[src/ohm_defs.svh]
// Purpose: Constants of the overhead port / packet byte port pin mux.
// Assumes: Included by its bare name wherever the constants are needed.
// Notes:   Definitions only.
`ifndef OHM_DEFS_SVH
`define OHM_DEFS_SVH

// ----------------------------------------------------------------------
// Buffer shape
// ----------------------------------------------------------------------
`define OHM_FIFO_DEPTH      16
`define OHM_FIFO_WIDTH      1

// ----------------------------------------------------------------------
// Field positions and widths
// ----------------------------------------------------------------------
`define OHM_BYTE_W          8
`define OHM_RX_PKT_BIT      6

// ----------------------------------------------------------------------
// Reset values
// ----------------------------------------------------------------------
`define OHM_PIN_RST         1'h0
`define OHM_BYTE_RST        8'h00

`endif

[src/ohm_pkg.sv]
// Purpose: Types shared by the overhead port pin mux.
// Assumes: ohm_defs.svh gives the widths.
// Notes:   Types only; numbers live in the header.
`include "ohm_defs.svh"

package ohm_pkg;

    // ------------------------------------------------------------------
    // Frame pulse sequencer states, one-hot
    // ------------------------------------------------------------------
    typedef enum logic [2:0]
    {
        OHM_FP_IDLE  = 3'h1,
        OHM_FP_ARMED = 3'h2,
        OHM_FP_HIGH  = 3'h4
    } ohm_fp_state_t;

    // ------------------------------------------------------------------
    // Synchronised pin levels from the far side
    // ------------------------------------------------------------------
    typedef struct packed
    {
        logic                   rx_clk;
        logic                   tx_clk;
        logic                   tx_in;
        logic                   tx_ins;
        logic [`OHM_BYTE_W-1:0] tx_byte;
    } ohm_pins_t;

    // ------------------------------------------------------------------
    // Transmit overhead bit handed to the transmit framer
    // ------------------------------------------------------------------
    typedef struct packed
    {
        logic valid;
        logic bit_val;
        logic external;
    } ohm_tx_bit_t;

    // ------------------------------------------------------------------
    // Transmit packet byte handed to the packet controller
    // ------------------------------------------------------------------
    typedef struct packed
    {
        logic                   valid;
        logic [`OHM_BYTE_W-1:0] data;
    } ohm_tx_byte_t;

endpackage

[src/ohm_port.sv]
// Purpose: Overhead serial port sharing its pins with the packet byte port.
// Assumes: ref_clk 20 MHz; overhead clocks and pin inputs are asynchronous.
// Notes:   One channel; instantiate once per channel.
// Notes on behaviour
// Pin function follows per-channel packet mode
// Received overhead bits shift out on clock rise
// Packet mode: output carries receive byte bit 6
// Frame pulse marks first overhead bit expected
// Frame pulse lasts one transmit clock period
// Packet mode: pulse pin is byte demand/latch clock
// Insert high: sample input on falling clock edge
// Non-insertable bit: ignore insert, keep own value
// Mode change applies from next overhead clock cycle; code switches on the next ref_clk cycle, with no staging
`timescale 1ns/1ps
`default_nettype none

`include "ohm_defs.svh"

// ----------------------------------------------------------------------
// Simple synchronous FIFO
// ----------------------------------------------------------------------
module ohm_fifo
    import ohm_pkg::*;
#(
    parameter int WIDTH = `OHM_FIFO_WIDTH,
    parameter int DEPTH = `OHM_FIFO_DEPTH
)
(
    input  wire logic             ref_clk,
    input  wire logic             rst,
    input  wire logic             in_valid,
    output logic                  in_ready,
    input  wire logic [WIDTH-1:0] in_data,
    output logic                  out_valid,
    input  wire logic             out_ready,
    output logic      [WIDTH-1:0] out_data
);
    localparam int AW = $clog2(DEPTH);

    logic [WIDTH-1:0] mem_q [DEPTH];   // Storage array
    logic [AW-1:0]    wr_q, wr_d;      // Write pointer
    logic [AW-1:0]    rd_q, rd_d;      // Read pointer
    logic [AW:0]      cnt_q, cnt_d;    // Fill level
    logic             push;            // Word accepted
    logic             pop;             // Word drained

    // Level is one bit wider than the pointers so that full reads as DEPTH, not zero
    assign in_ready  = (cnt_q != (AW+1)'(DEPTH));
    assign out_valid = (cnt_q != '0);
    assign out_data  = mem_q[rd_q];
    assign push      = in_valid && in_ready;
    assign pop       = out_valid && out_ready;

    // Pointer and level update
    always_comb
    begin
        wr_d  = push ? wr_q + AW'(1) : wr_q;
        rd_d  = pop ? rd_q + AW'(1) : rd_q;
        cnt_d = cnt_q + (AW+1)'(push) - (AW+1)'(pop);
    end

    // Pointer registers
    always_ff @(posedge ref_clk or posedge rst)
    begin
        if (rst)
        begin
            wr_q  <= '0;
            rd_q  <= '0;
            cnt_q <= '0;
        end
        else
        begin
            wr_q  <= wr_d;
            rd_q  <= rd_d;
            cnt_q <= cnt_d;
        end
    end

    // Storage has no reset; contents only matter once counted in
    always_ff @(posedge ref_clk)
    begin
        if (push)
        begin
            mem_q[wr_q] <= in_data;
        end
    end
endmodule

// ----------------------------------------------------------------------
// Pin mux top
// ----------------------------------------------------------------------
module ohm_port
    import ohm_pkg::*;
(
    input  wire logic                   ref_clk,
    input  wire logic                   rst,
    input  wire logic                   packet_mode,
    input  wire logic                   rx_oh_valid,
    output logic                        rx_oh_ready,
    input  wire logic                   rx_oh_bit,
    input  wire logic [`OHM_BYTE_W-1:0] rx_packet_byte_bus,
    input  wire logic                   tx_first_oh_req,
    input  wire logic                   tx_bit_insertable,
    input  wire logic                   rx_overhead_clock,
    input  wire logic                   tx_overhead_clock,
    input  wire logic                   tx_overhead_in,
    input  wire logic                   tx_overhead_insert,
    input  wire logic [`OHM_BYTE_W-1:0] tx_packet_byte_bus,
    output logic                        rx_overhead_out,
    output logic                        tx_overhead_frame_pulse,
    output ohm_tx_bit_t                 tx_oh_bit,
    output ohm_tx_byte_t                tx_byte
);
    // ------------------------------------------------------------------
    // Pin synchronisers
    // ------------------------------------------------------------------
    ohm_pins_t      pins_raw;        // Pin levels as they arrive
    ohm_pins_t      meta_q;          // First stage, read only by sync_q
    ohm_pins_t      sync_q;          // Second stage, safe to use
    ohm_pins_t      prev_q;          // Previous synced levels for edges
    logic           rx_rise;         // Receive overhead clock rose
    logic           tx_rise;         // Transmit overhead clock rose
    logic           tx_fall;         // Transmit overhead clock fell

    assign pins_raw = '{rx_clk: rx_overhead_clock, tx_clk: tx_overhead_clock,
                        tx_in: tx_overhead_in, tx_ins: tx_overhead_insert,
                        tx_byte: tx_packet_byte_bus};

    // Two flops plus an edge history stage
    always_ff @(posedge ref_clk or posedge rst)
    begin
        if (rst)
        begin
            meta_q <= '0;
            sync_q <= '0;
            prev_q <= '0;
        end
        else
        begin
            meta_q <= pins_raw;
            sync_q <= meta_q;
            prev_q <= sync_q;
        end
    end

    assign rx_rise = sync_q.rx_clk && !prev_q.rx_clk;
    assign tx_rise = sync_q.tx_clk && !prev_q.tx_clk;
    assign tx_fall = !sync_q.tx_clk && prev_q.tx_clk;

    // ------------------------------------------------------------------
    // Receive overhead bit buffer
    // ------------------------------------------------------------------
    logic buf_valid;                 // Bit waiting for the pin
    logic buf_bit;                   // Oldest buffered bit
    logic buf_pop;                   // Drain one bit on clock rise

    // Only drains while the pin serves overhead, so the buffer
    // really fills and stalls the receive section in packet mode
    assign buf_pop = rx_rise && !packet_mode;

    ohm_fifo #(
        .WIDTH (`OHM_FIFO_WIDTH),
        .DEPTH (`OHM_FIFO_DEPTH)
    ) u_fifo (
        .ref_clk   (ref_clk),
        .rst       (rst),
        .in_valid  (rx_oh_valid),
        .in_ready  (rx_oh_ready),
        .in_data   (rx_oh_bit),
        .out_valid (buf_valid),
        .out_ready (buf_pop),
        .out_data  (buf_bit)
    );

    // ------------------------------------------------------------------
    // Receive pin function
    // ------------------------------------------------------------------
    logic rx_pin_q, rx_pin_d;        // Receive overhead output pin

    // Mode picks the source directly; no staging of the mode bit
    always_comb
    begin
        rx_pin_d = rx_pin_q;
        if (packet_mode)
        begin
            rx_pin_d = rx_packet_byte_bus[`OHM_RX_PKT_BIT];
        end
        else if (buf_pop && buf_valid)
        begin
            rx_pin_d = buf_bit;
        end
    end

    always_ff @(posedge ref_clk or posedge rst)
    begin
        if (rst)
        begin
            rx_pin_q <= `OHM_PIN_RST;
        end
        else
        begin
            rx_pin_q <= rx_pin_d;
        end
    end

    assign rx_overhead_out = rx_pin_q;

    // ------------------------------------------------------------------
    // Frame pulse sequencer and shared transmit pin
    // ------------------------------------------------------------------
    ohm_fp_state_t fp_q, fp_d;       // Frame pulse state
    logic          fp_pin_q, fp_pin_d; // Shared transmit pin

    // Request arms; next clock rise raises; following rise lowers
    always_comb
    begin
        fp_d = fp_q;
        unique case (fp_q)
            OHM_FP_IDLE:
            begin
                if (tx_first_oh_req && !packet_mode)
                begin
                    fp_d = OHM_FP_ARMED;
                end
            end
            OHM_FP_ARMED:
            begin
                if (packet_mode)
                begin
                    fp_d = OHM_FP_IDLE;
                end
                else if (tx_rise)
                begin
                    fp_d = OHM_FP_HIGH;
                end
            end
            OHM_FP_HIGH:
            begin
                // Exactly one transmit clock period high
                if (packet_mode)
                begin
                    fp_d = OHM_FP_IDLE;
                end
                else if (tx_rise)
                begin
                    fp_d = tx_first_oh_req ? OHM_FP_ARMED : OHM_FP_IDLE;
                end
            end
            default:
            begin
                fp_d = OHM_FP_IDLE;
            end
        endcase
        // Packet mode: pin follows the clock as byte demand/latch
        if (packet_mode)
        begin
            fp_pin_d = sync_q.tx_clk;
        end
        else
        begin
            fp_pin_d = (fp_d == OHM_FP_HIGH);
        end
    end

    always_ff @(posedge ref_clk or posedge rst)
    begin
        if (rst)
        begin
            fp_q     <= OHM_FP_IDLE;
            fp_pin_q <= `OHM_PIN_RST;
        end
        else
        begin
            fp_q     <= fp_d;
            fp_pin_q <= fp_pin_d;
        end
    end

    assign tx_overhead_frame_pulse = fp_pin_q;

    // ------------------------------------------------------------------
    // Transmit insertion and byte latch
    // ------------------------------------------------------------------
    ohm_tx_bit_t  txb_q, txb_d;      // Overhead bit to the framer
    ohm_tx_byte_t txy_q, txy_d;      // Packet byte to the controller

    // Both act on the falling clock edge, one pulse per edge
    always_comb
    begin
        txb_d = '{valid: 1'b0, bit_val: txb_q.bit_val, external: 1'b0};
        txy_d = '{valid: 1'b0, data: txy_q.data};
        if (tx_fall && !packet_mode)
        begin
            txb_d.valid = 1'b1;
            if (sync_q.tx_ins && tx_bit_insertable)
            begin
                txb_d.bit_val  = sync_q.tx_in;
                txb_d.external = 1'b1;
            end
        end
        if (tx_fall && packet_mode)
        begin
            // Byte latched half a period after demand, settled by then
            txy_d.valid = 1'b1;
            txy_d.data  = sync_q.tx_byte;
        end
    end

    always_ff @(posedge ref_clk or posedge rst)
    begin
        if (rst)
        begin
            txb_q <= '0;
            txy_q <= '{valid: 1'b0, data: `OHM_BYTE_RST};
        end
        else
        begin
            txb_q <= txb_d;
            txy_q <= txy_d;
        end
    end

    assign tx_oh_bit = txb_q;
    assign tx_byte   = txy_q;
endmodule

`default_nettype wire

[config.mk]
export PLATFORM = sky130hd
export DESIGN_NAME = ohm_port
export DESIGN_NICKNAME = d
export VERILOG_FILES = /design/src/ohm_pkg.sv /design/src/ohm_port.sv
export VERILOG_INCLUDE_DIRS = /design/src /design/src/src
export SDC_FILE = /design/constraint.sdc
export NUM_CORES = 1
export LEC_CHECK = 0
export ABC_AREA = 1
export BUFFER_PORTS_ARGS = -buffer_cell sky130_fd_sc_hd__buf_2
export CAP_MARGIN = 20
export CORE_MARGIN = 3
export CORE_UTILIZATION = 55
export CTS_BUF_LIST = sky130_fd_sc_hd__clkbuf_4 sky130_fd_sc_hd__clkbuf_8
export DETAILED_ROUTE_END_ITERATION = 16
export GPL_TIMING_DRIVEN = 1
export PLACE_DENSITY = 0.77
export SYNTH_ARGS = -nofsm -noshare
export SYNTH_HDL_FRONTEND = slang
export SYNTH_HIERARCHICAL = 1
export SYNTH_SLANG_ARGS = --single-unit
[constraint.sdc]
create_clock -name ref_clk -period 5.1 [get_ports ref_clk]
set_input_delay 0.51 -clock ref_clk [delete_from_list [all_inputs] [get_ports ref_clk]]
set_output_delay 0.51 -clock ref_clk [all_outputs]
set_load 0.01 [all_outputs]
==> results of run 1 <==
metrics by stage:
step                      instances  utilization [%]  hold WS [ns]
final                           419             66.5         0.211
after global routing            419             66.5         0.238
after CTS                       419             66.5         0.228
after detailed placement        403             63.1         0.335
after global placement          403             63.1         0.332
after floorplan                 300                -         0.331
worst paths after layout:
kind | cells after the start | end | startpoint
setup / recovery | 14 | u_fifo/cnt_q[4] | u_fifo/cnt_q[2]
hold / removal | 2 | u_fifo/wr_q[3] | rst
setup reg to reg | 14 | u_fifo/cnt_q[4] | u_fifo/cnt_q[2]
hold reg to reg | 0 | sync_q[8] | meta_q[8]
max in group asynchronous | 3 | fp_q[0] | rst
min in group ref_clk | 1 | meta_q[5] | tx_packet_byte_bus[5]
report_power, final:
group	leakage [nW]	switching, W	internal (W)
Clock	0.0905	0.000221	0.000181
Combinational	0.897	0.000298	0.000200
Sequential	0.821	0.0000877	0.000691
critical path, cell delays in order (launching register included):
cell and delay (ns):
sky130_fd_sc_hd__dfrtp_1 0.39, sky130_fd_sc_hd__inv_1 0.09, sky130_fd_sc_hd__ha_1 0.21, sky130_fd_sc_hd__nand4_2 0.14, sky130_fd_sc_hd__nand2_2 0.13, sky130_fd_sc_hd__inv_2 0.07, sky130_fd_sc_hd__ha_1 0.26, sky130_fd_sc_hd__inv_1 0.05
sky130_fd_sc_hd__ha_1 0.16, sky130_fd_sc_hd__inv_1 0.06, sky130_fd_sc_hd__fa_1 0.41, sky130_fd_sc_hd__o21ai_0 0.17, sky130_fd_sc_hd__nand2_1 0.10, sky130_fd_sc_hd__nand3b_1 0.09, sky130_fd_sc_hd__nand2_1 0.06
layer usage:
layer | up-vias | part of all wire [%] | routed length (um) | global-route usage (%)
li1 | 1021 | - | - | -
met1 | 941 | 44 | 2180 | 21.6
met2 | 36 | 51 | 2530 | 29.0
met3 | 8 | 4.4 | 220 | 5.83
met4 | 0 | 1.3 | 64 | 7.09
met5 | - | 0 | 0 | 0
sequential cells by signal, summed over array words and instances (netlist names), 3 cells and up:
| name | count |
|---|---|
| u_fifo/cnt_q | 5 |
| tx_oh_bit | 3 |
| tx_byte | 9 |
| u_fifo/mem_q | 16 |
| meta_q | 12 |
| fp_q | 3 |
| sync_q | 12 |
| u_fifo/rd_q | 4 |
| u_fifo/wr_q | 4 |
Yosys cell counts, drive strengths merged:
cell / n
dfstp: 1
a21oi: 1
fa: 1
xnor2: 3
nor2: 32
xor2: 6
buf: 2
edfxtp: 16
o21ai: 6
nand3: 19
nor3: 2
nand3b: 1
nand2: 95
nand4: 6
inv: 43
dfrtp: 55
ha: 11
final cells by class:
type | instances | area [um2]
Clock buffer | 9 | 124
Clock inverter | 7 | 53.8
Fill cell | 415 | 1760
Inverter | 43 | 169
Multi-Input combinational cell | 183 | 987
Sequential cell | 72 | 1880
Tap cell | 70 | 87.6
Timing Repair Buffer | 35 | 178
cells by family (layout without fill, tap and decap cells):
family | after synthesis | after routing | share of synthesized area (%)
AOI/OAI and AO/OA | 7 | 7 | 1.39
xor gates and xnor gates | 9 | 9 | 2.58
adders and majority gates | 12 | 12 | 5.16
buffers and inverters | 45 | 94 | 6.14
DFF | 72 | 72 | 61.6
and+or+nand+nor | 155 | 155 | 23.2
==> impl_summary.txt, run 1 <==
----------------------------------------------------
[Status]
  Result of the run ... complete, no violations

[Clock network]
  H-tree levels ... 3
  Skew-Pair Late Insertion Delay ... 0.34 ns
  Number of clock buffers inserted by TritonCTS ... 9
  CTS root buffer ... sky130_fd_sc_hd__clkbuf_8
  Resized Gates After CTS ... 0
  Number of buffers inserted to repair setup after CTS ... 0
  Clock sink total ... 72
  CTS Hold Bufs ... 0
  TritonCTS clock tree ... built
  Clk pin slew, worst setup/hold paths ... 0.08 ns
  Max Buffers Root-to-Sink ... 2

[Global route]
  Maximum number of pins on one net before global-route repair ... 44
  Gr usage total ... 17.7%
  Initial antenna violation count ... 0
  Global-route wire length before repair ... 8.47 mm
  Sum of overflow across all layers after global routing ... 0
  Vias in the first global route ... 1908

[Die]
  Standard cell core area ... 0.00524 mm2
  Area of the die ... 0.00649 mm2
  Die span in y ... 80.6 um
  Core Rows ... 26
  Chip Width ... 80.6 um
  Initial standard-cell utilization of the core ... 58.4%
  I/O pins ... 42

[Detailed routing]
  DR vias ... 2006
  Vias per inst ... 4.79
  Total Routed Length ... 5.00 mm
  Initial DRT Pass Iterations ... 4
  Drt first-iter violations ... 91
  Antenna Violating Nets Remaining ... 0
  DRC violations left ... 0
  Avg WL per Cell ... 11.9 um

[Worst setup path]
  Highest net fanout along the worst path ... 5
  Flop2flop setup slack ... 2.61 ns
  Worst setup EP type ... register
  Classification of the worst setup path ... reg2reg
  Worst Setup Start Kind ... register
  Data required, critical path ... 5.33 ns
  Arrival @ worst endpoint ... 2.72 ns

[Placed design]
  Post-Place Worst Slack ... 2.52 ns
  Post-detail-place hpwl ... 3.55 mm
  RePlAce Congestion ... 0.783
  Number of buffers inserted by port buffering ... 34
  Post-Place Cell Area ... 0.00330 mm2

[Pwr]
  Power Dens Cells ... 482 mW/mm2
  Power Total ... 0.00168 W
  Worst-case vdd ir drop ... 291 uV
  Leak pwr ... 1.81 nW

[Synthesis]
  Number of cells produced by synthesis ... 300
  Cell accounting for the most synthesized area ... sky130_fd_sc_hd__dfrtp_1
  Synth top area cells ... sky130_fd_sc_hd__dfrtp_1, sky130_fd_sc_hd__edfxtp_1, sky130_fd_sc_hd__nand2_1
  Yosys synthesis warning count ... 6
  Fraction of the yosys area taken by sequential cells ... 61.6%
  Number of register bits inferred by synthesis ... 72
  Synth unique cells ... 28
  Average cell area after synthesis ... 10.2 um2
  Total nets after synthesis ... 339
  Area of the mapped netlist ... 0.00306 mm2
  Top-area cell type share of the netlist area ... 45.0%

[STA]
  Final Hold Viols ... 0
  Final sum of negative setup slack ... 0 ns
  Clk_skew ... 0.00681 ns
  Achievable clock frequency ... 402 MHz
  Setup WS post-layout ... 2.61 ns
  Time the final worst path needs with I/O delays and setup ... 2.49 ns
  Headroom to the max-slew limit ... 63.3%
  Worst-Margin Slew ... 0.550 ns
  Setup repair after global routing missed its margin ... false
  Final setup violation count ... 0
  Final count of pins violating max slew ... 0
  Final Cycle Share ... 48.8%

[Run]
  Max Cap Viol ... 0

[Final layout]
  Top library cells by usage in the layout, fill and taps aside ... sky130_fd_sc_hd__nand2_1, sky130_fd_sc_hd__dfrtp_1, sky130_fd_sc_hd__inv_1, sky130_fd_sc_hd__buf_2, sky130_fd_sc_hd__nor2_1
  Net count, final ... 383
  Number of antenna diodes ... 0
  Most common cell after layout, fill and taps aside ... sky130_fd_sc_hd__nand2_1
  Post-route design area ... 0.00348 mm2
  Share of final-layout standard cells stronger than drive strength 1 ... 20.3%
  Growth of design area from synthesis to finish ... 13.9%

[Min path]
  Path type of the worst min-delay path ... in2async

----------------------------------------------------
Note: power is estimated with default switching activity, not from simulation.
==> run 2, diff against run 1 <==
clock period = 2.6 ns   (was 5.1 ns; I/O delays follow)
==> run 2 against run 1 <==
Effect of this change:
- combinational power rose by 110%
- worst hold slack got worse by 0.20 ns
- maximum frequency rose by 4.6%
- via count rose by 1.5%
- critical endpoint unchanged
- largest power group unchanged
==> impl_summary.txt, run 2 (synthesis results as in run 1) <==
----------------------------------------------------
[Detailed routing]
  Avg WL per Cell ... 11.8 um
  Drt first-iter violations ... 111
  DR vias ... 2036
  DRC violations left ... 0
  Antenna Violating Nets Remaining ... 0
  Total Routed Length ... 5.05 mm
  Initial DRT Pass Iterations ... 5
  Vias per inst ... 4.77

[Worst setup path]
  Worst r2r path cells ... 14
  Worst Setup Start Kind ... register
  Data required, critical path ... 2.83 ns
  Critical path's slowest cell ... sky130_fd_sc_hd__fa_1
  Buffer and inverter count on the worst path ... 4
  Delay of the slowest critical-path stage ... 0.40 ns
  Number of cells on the critical path ... 14
  Top Family by Delay on Critical Path ... adder cells
  Arrival @ worst endpoint ... 2.61 ns
  Highest net fanout along the worst path ... 4
  Most used cell, CP ... sky130_fd_sc_hd__inv_1
  Worst setup EP type ... register
  Classification of the worst setup path ... reg2reg
  List of cells traversed by the critical path ... inv_1 -> ha_4 -> nand4_4 -> nand2_4 -> inv_2 -> ha_1 -> inv_1 -> ha_1 -> inv_1 -> fa_1 -> o21ai_1 -> nand2_1 -> nand3b_1 -> nand2_1

[STA]
  Setup WS post-layout ... 0.219 ns
  Clk_skew ... 0.00578 ns
  Worst-Margin Slew ... 0.569 ns
  Final Hold Viols ... 0
  Time the final worst path needs with I/O delays and setup ... 2.38 ns
  Headroom to the max-slew limit ... 62.0%
  Final setup violation count ... 0
  Worst hold-check slack ... 0.0149 ns
  Final count of pins violating max slew ... 0
  Final Cycle Share ... 91.6%
  Final sum of negative setup slack ... 0 ns
  Achievable clock frequency ... 420 MHz

[Global route]
  Gr usage total ... 17.9%
  Sum of overflow across all layers after global routing ... 0
  Global-route wire length before repair ... 8.65 mm
  Vias in the first global route ... 1937
  Maximum number of pins on one net before global-route repair ... 44
  Initial antenna violation count ... 0

[Final layout]
  Growth of design area from synthesis to finish ... 18.7%
  Number of antenna diodes ... 0
  Top library cells by usage in the layout, fill and taps aside ... sky130_fd_sc_hd__nand2_1, sky130_fd_sc_hd__dfrtp_1, sky130_fd_sc_hd__inv_1, sky130_fd_sc_hd__buf_2, sky130_fd_sc_hd__nor2_1
  Reg with most FFs ... u_fifo/mem_q
  Share of final-layout standard cells stronger than drive strength 1 ... 21.0%
  Largest registers ... u_fifo/mem_q (16), meta_q (12), sync_q (12)
  Max FFs per register ... 16
  Most common cell after layout, fill and taps aside ... sky130_fd_sc_hd__nand2_1
  Layout Utilization ... 69.3%
  Net count, final ... 391

[Placed design]
  RePlAce Congestion ... 0.782
  Post-detail-place hpwl ... 3.34 mm
  Post-Place Worst Slack ... 0.161 ns
  Number of buffers inserted by port buffering ... 34

[Clock network]
  CTS root buffer ... sky130_fd_sc_hd__clkbuf_8
  H-tree levels ... 3
  Clk pin slew, worst setup/hold paths ... 0.08 ns
  TritonCTS clock tree ... built
  Number of clock buffers inserted by TritonCTS ... 9
  Clock sink total ... 72
  Max Buffers Root-to-Sink ... 2
  Skew-Pair Late Insertion Delay ... 0.34 ns

[Die]
  I/O pins ... 42
  Chip Width ... 80.6 um
  Standard cell core area ... 0.00524 mm2
  Initial standard-cell utilization of the core ... 58.4%
  Area of the die ... 0.00649 mm2
  Die span in y ... 80.6 um
  Core Rows ... 26

[Run]
  Max Cap Viol ... 0

[Status]
  Result of the run ... complete, no violations

[Min path]
  Path type of the worst min-delay path ... in2reg
  Worst Hold Path Cells ... 1

[Pwr]
  Worst-case vdd ir drop ... 673 uV
  Leak pwr ... 1.87 nW
  Power Dens Cells ... 977 mW/mm2

----------------------------------------------------
==> run 2: path summary, 6_finish.rpt <==
path                                            start         endpoint  slack, ns
worst max-delay path                  u_fifo/cnt_q[2]  u_fifo/cnt_q[4]       0.22
worst min-delay path            tx_packet_byte_bus[7]        meta_q[7]       0.01
worst max register to register        u_fifo/cnt_q[2]  u_fifo/cnt_q[4]       0.22
worst min register to register              meta_q[6]        sync_q[6]       0.35
max in group asynchronous                         rst          fp_q[0]       1.65
min in group asynchronous                         rst   u_fifo/wr_q[3]       0.52
==> run 2: stage by stage <==
step,cell area (um2),instances,power [W]
2_1_floorplan,3060,300,0.00231
3_3_place_gp,3310,404,0.00249
3_5_place_dp,3310,404,0.00253
4_1_cts,3550,421,0.00353
5_1_grt,3630,427,0.00383
6_report,3630,427,0.00355
==> run 2: layout make-up <==
type | count | area, um2
Fill cell | 399 | 1610
Multi-Input combinational cell | 183 | 1010
Clock inverter | 7 | 103
Clock buffer | 9 | 124
Inverter | 43 | 169
Timing Repair Buffer | 43 | 250
Tap cell | 70 | 87.6
Sequential cell | 72 | 1880
==> run 2: timing repair <==
item                       CTS  global route
hold endpoints to repair    13             4
hold buffers                 1             4
setup endpoints to repair    0             1
buffers inserted             0             2
gates resized for setup      0             5
==> run 2: report_power, final <==
| group | switching (W) | internal (W) | leakage, nW |
|---|---|---|---|
| Combinational | 0.000609 | 0.000418 | 0.929 |
| Sequential | 0.000175 | 0.00135 | 0.821 |
| Clock | 0.000438 | 0.000551 | 0.116 |
==> run 2: metal layers <==
metal | routed length (um) | GRT usage (%) | vias up | part of all wire, %
met3 | 226 | 5.04 | 7 | 4.5
met1 | 2250 | 22.6 | 950 | 44
met5 | 0 | 0 | - | 0
met2 | 2490 | 28.2 | 44 | 49
li1 | - | - | 1035 | -
met4 | 86 | 8.95 | 0 | 1.7
==> run 3, diff against run 2 <==
CORE_UTILIZATION = 53   (was 55)
clock period = 1.97 ns   (was 2.6 ns; I/O delays follow)
==> run 3 against run 2 <==
Effect of this change:
- the flow now finishes with violations (setup timing)
- via count up 5.5%
- die area rose by 3.5%
- register-to-register slack lost 0.30 ns
- count of clock-buffer cells in the layout is 1 higher
- design area is 8.5% higher
- core utilization grew 1.8 points
==> impl_summary.txt, run 3 (synthesis results as in run 1) <==
----------------------------------------------------
[Status]
  Result of the run ... complete, but fails checks
  Violated checks ... setup timing

[Global route]
  Highest-utilization routing layer at the global route stage ... met2
  Sum of overflow across all layers after global routing ... 0
  Vias in the first global route ... 2120
  Maximum number of pins on one net before global-route repair ... 44
  Initial antenna violation count ... 0
  Global-route wire length before repair ... 8.84 mm
  Gr usage total ... 17.6%
  Met1 track utilization from global routing ... 20.1%
  Global Route met2 Usage ... 31.0%
  Routing usage on met3 ... 3.62%

[Final layout]
  Max FFs per register ... 16
  Top library cells by usage in the layout, fill and taps aside ... sky130_fd_sc_hd__nand2_1, sky130_fd_sc_hd__dfrtp_1, sky130_fd_sc_hd__buf_2, sky130_fd_sc_hd__inv_1, sky130_fd_sc_hd__nor2_1
  Most common cell after layout, fill and taps aside ... sky130_fd_sc_hd__nand2_1
  Growth of design area from synthesis to finish ... 28.8%
  Number of antenna diodes ... 0
  Fill cell instance count of the final layout ... 407
  Reg with most FFs ... u_fifo/mem_q
  Net count, final ... 417
  Largest registers ... u_fifo/mem_q (16), meta_q (12), sync_q (12)
  Share of final-layout standard cells stronger than drive strength 1 ... 26.9%

[Placed design]
  Number of buffers inserted by port buffering ... 34
  RePlAce Congestion ... 0.755
  Post-Place Worst Slack ... -0.149 ns
  Post-detail-place hpwl ... 3.51 mm

[Worst setup path]
  Flop2flop setup slack ... -0.08 ns
  Classification of the worst setup path ... reg2reg
  Worst setup EP type ... register
  Highest net fanout along the worst path ... 2
  Data required, critical path ... 2.21 ns
  Worst Setup Start Kind ... register
  Arrival @ worst endpoint ... 2.28 ns

[Clock network]
  Clock sink total ... 72
  Number of clock buffers inserted by TritonCTS ... 9
  Skew-Pair Late Insertion Delay ... 0.35 ns
  Max Buffers Root-to-Sink ... 2
  H-tree levels ... 3
  TritonCTS clock tree ... built
  Clk pin slew, worst setup/hold paths ... 0.08 ns
  CTS root buffer ... sky130_fd_sc_hd__clkbuf_8

[Die]
  Chip Width ... 82.0 um
  Initial standard-cell utilization of the core ... 55.2%
  Die span in y ... 82.0 um
  Standard cell core area ... 0.00554 mm2
  I/O pins ... 42
  Area of the die ... 0.00672 mm2
  Core Rows ... 27

[STA]
  Final setup violation count ... 2
  Worst-Margin Slew ... 0.585 ns
  Headroom to the max-slew limit ... 60.9%
  Final count of pins violating max slew ... 0
  Setup WS post-layout ... -0.0783 ns
  Achievable clock frequency ... 488 MHz
  Setup repair after global routing missed its margin ... true
  Clk_skew ... 0.00740 ns
  Final Cycle Share ... 104%
  Final Hold Viols ... 0
  Time the final worst path needs with I/O delays and setup ... 2.05 ns

[Detailed routing]
  Total Routed Length ... 5.28 mm
  Initial DRT Pass Iterations ... 4
  DR vias ... 2147
  Avg WL per Cell ... 11.6 um
  Antenna Violating Nets Remaining ... 0
  Drt first-iter violations ... 97
  Vias per inst ... 4.72
  DRC violations left ... 0

[Run]
  Max Cap Viol ... 0

[Pwr]
  Power Total ... 0.00522 W
  Worst-case vdd ir drop ... 971 uV
  Leak pwr ... 2.00 nW
  Power Dens Cells ... 1330 mW/mm2

[Min path]
  Path type of the worst min-delay path ... in2reg

----------------------------------------------------
## run 3: area by class of cell
type / count / area [um2] / share of cell area (%)
inverter: 43 / 174 / 4.42
tap: 72 / 90.1 / 2.29
timing repair buffer: 69 / 465 / 11.8
clock buffer: 10 / 131 / 3.34
multi-input combinational: 183 / 1060 / 26.8
sequential: 72 / 1880 / 47.8
clock inverter: 6 / 138 / 3.50
## run 3: worst max-delay path, stage by stage, from the launching register on
cell	delay, ns
sky130_fd_sc_hd__dfrtp_1	0.39
sky130_fd_sc_hd__inv_2	0.08
sky130_fd_sc_hd__ha_4	0.16
sky130_fd_sc_hd__nand4_4	0.09
sky130_fd_sc_hd__nand2_4	0.09
sky130_fd_sc_hd__inv_4	0.04
sky130_fd_sc_hd__ha_4	0.21
sky130_fd_sc_hd__inv_4	0.05
sky130_fd_sc_hd__ha_4	0.13
sky130_fd_sc_hd__inv_2	0.03
sky130_fd_sc_hd__fa_2	0.34
sky130_fd_sc_hd__o21ai_2	0.13
sky130_fd_sc_hd__nand2_2	0.06
sky130_fd_sc_hd__nand3b_1	0.08
sky130_fd_sc_hd__nand2_1	0.05
## run 3: layer usage
layer / share of wire [%] / vias to the layer above
met5: 0 / -
met3: 3.2 / 9
met4: 1.9 / 0
met2: 52 / 42
met1: 42 / 1010
li1: - / 1086
## run 3: path summary, 6_finish.rpt
check | from | to | depth (start not counted)
min in group asynchronous | rst | u_fifo/cnt_q[3] | 3
worst max register to register | u_fifo/cnt_q[3] | u_fifo/cnt_q[4] | 14
worst min register to register | meta_q[11] | sync_q[11] | 0
max in group asynchronous | rst | meta_q[0] | 4
worst min-delay path | tx_bit_insertable | tx_oh_bit[0] | 3
worst max-delay path | u_fifo/cnt_q[3] | u_fifo/cnt_q[4] | 14
## run 3: timing repair
item	4_1_cts	5_1_grt
setup endpoints to repair	3	3
buffers inserted	4	2
endpoints found under the hold margin	67	0
gates resized for setup	2	3
pin swaps	8	3
hold buffers	13	0
## run 3: stage by stage
stage	area [um2]	cells	hold WS, ns	util (%)	TNS, ns
6_report	3940	455	0.0853	71.1	-0.0949
4_1_cts	3920	453	0.0742	70.7	-0.150
2_1_floorplan	3120	300	0.0740	-	-0.0800
3_3_place_gp	3480	420	0.279	62.8	-0.0641
5_1_grt	3940	455	0.101	71.1	-0.352
3_5_place_dp	3480	420	0.290	62.8	-0.196
## run 3: power breakdown
part	switching, W	total [W]	internal [W]	leakage (nW)
sequential	0.000218	0.00201	0.00179	0.821
combinational	0.000907	0.00166	0.000748	1.04
clock	0.000567	0.00156	0.000993	0.135
total	0.00169	0.00522	0.00353	2.00
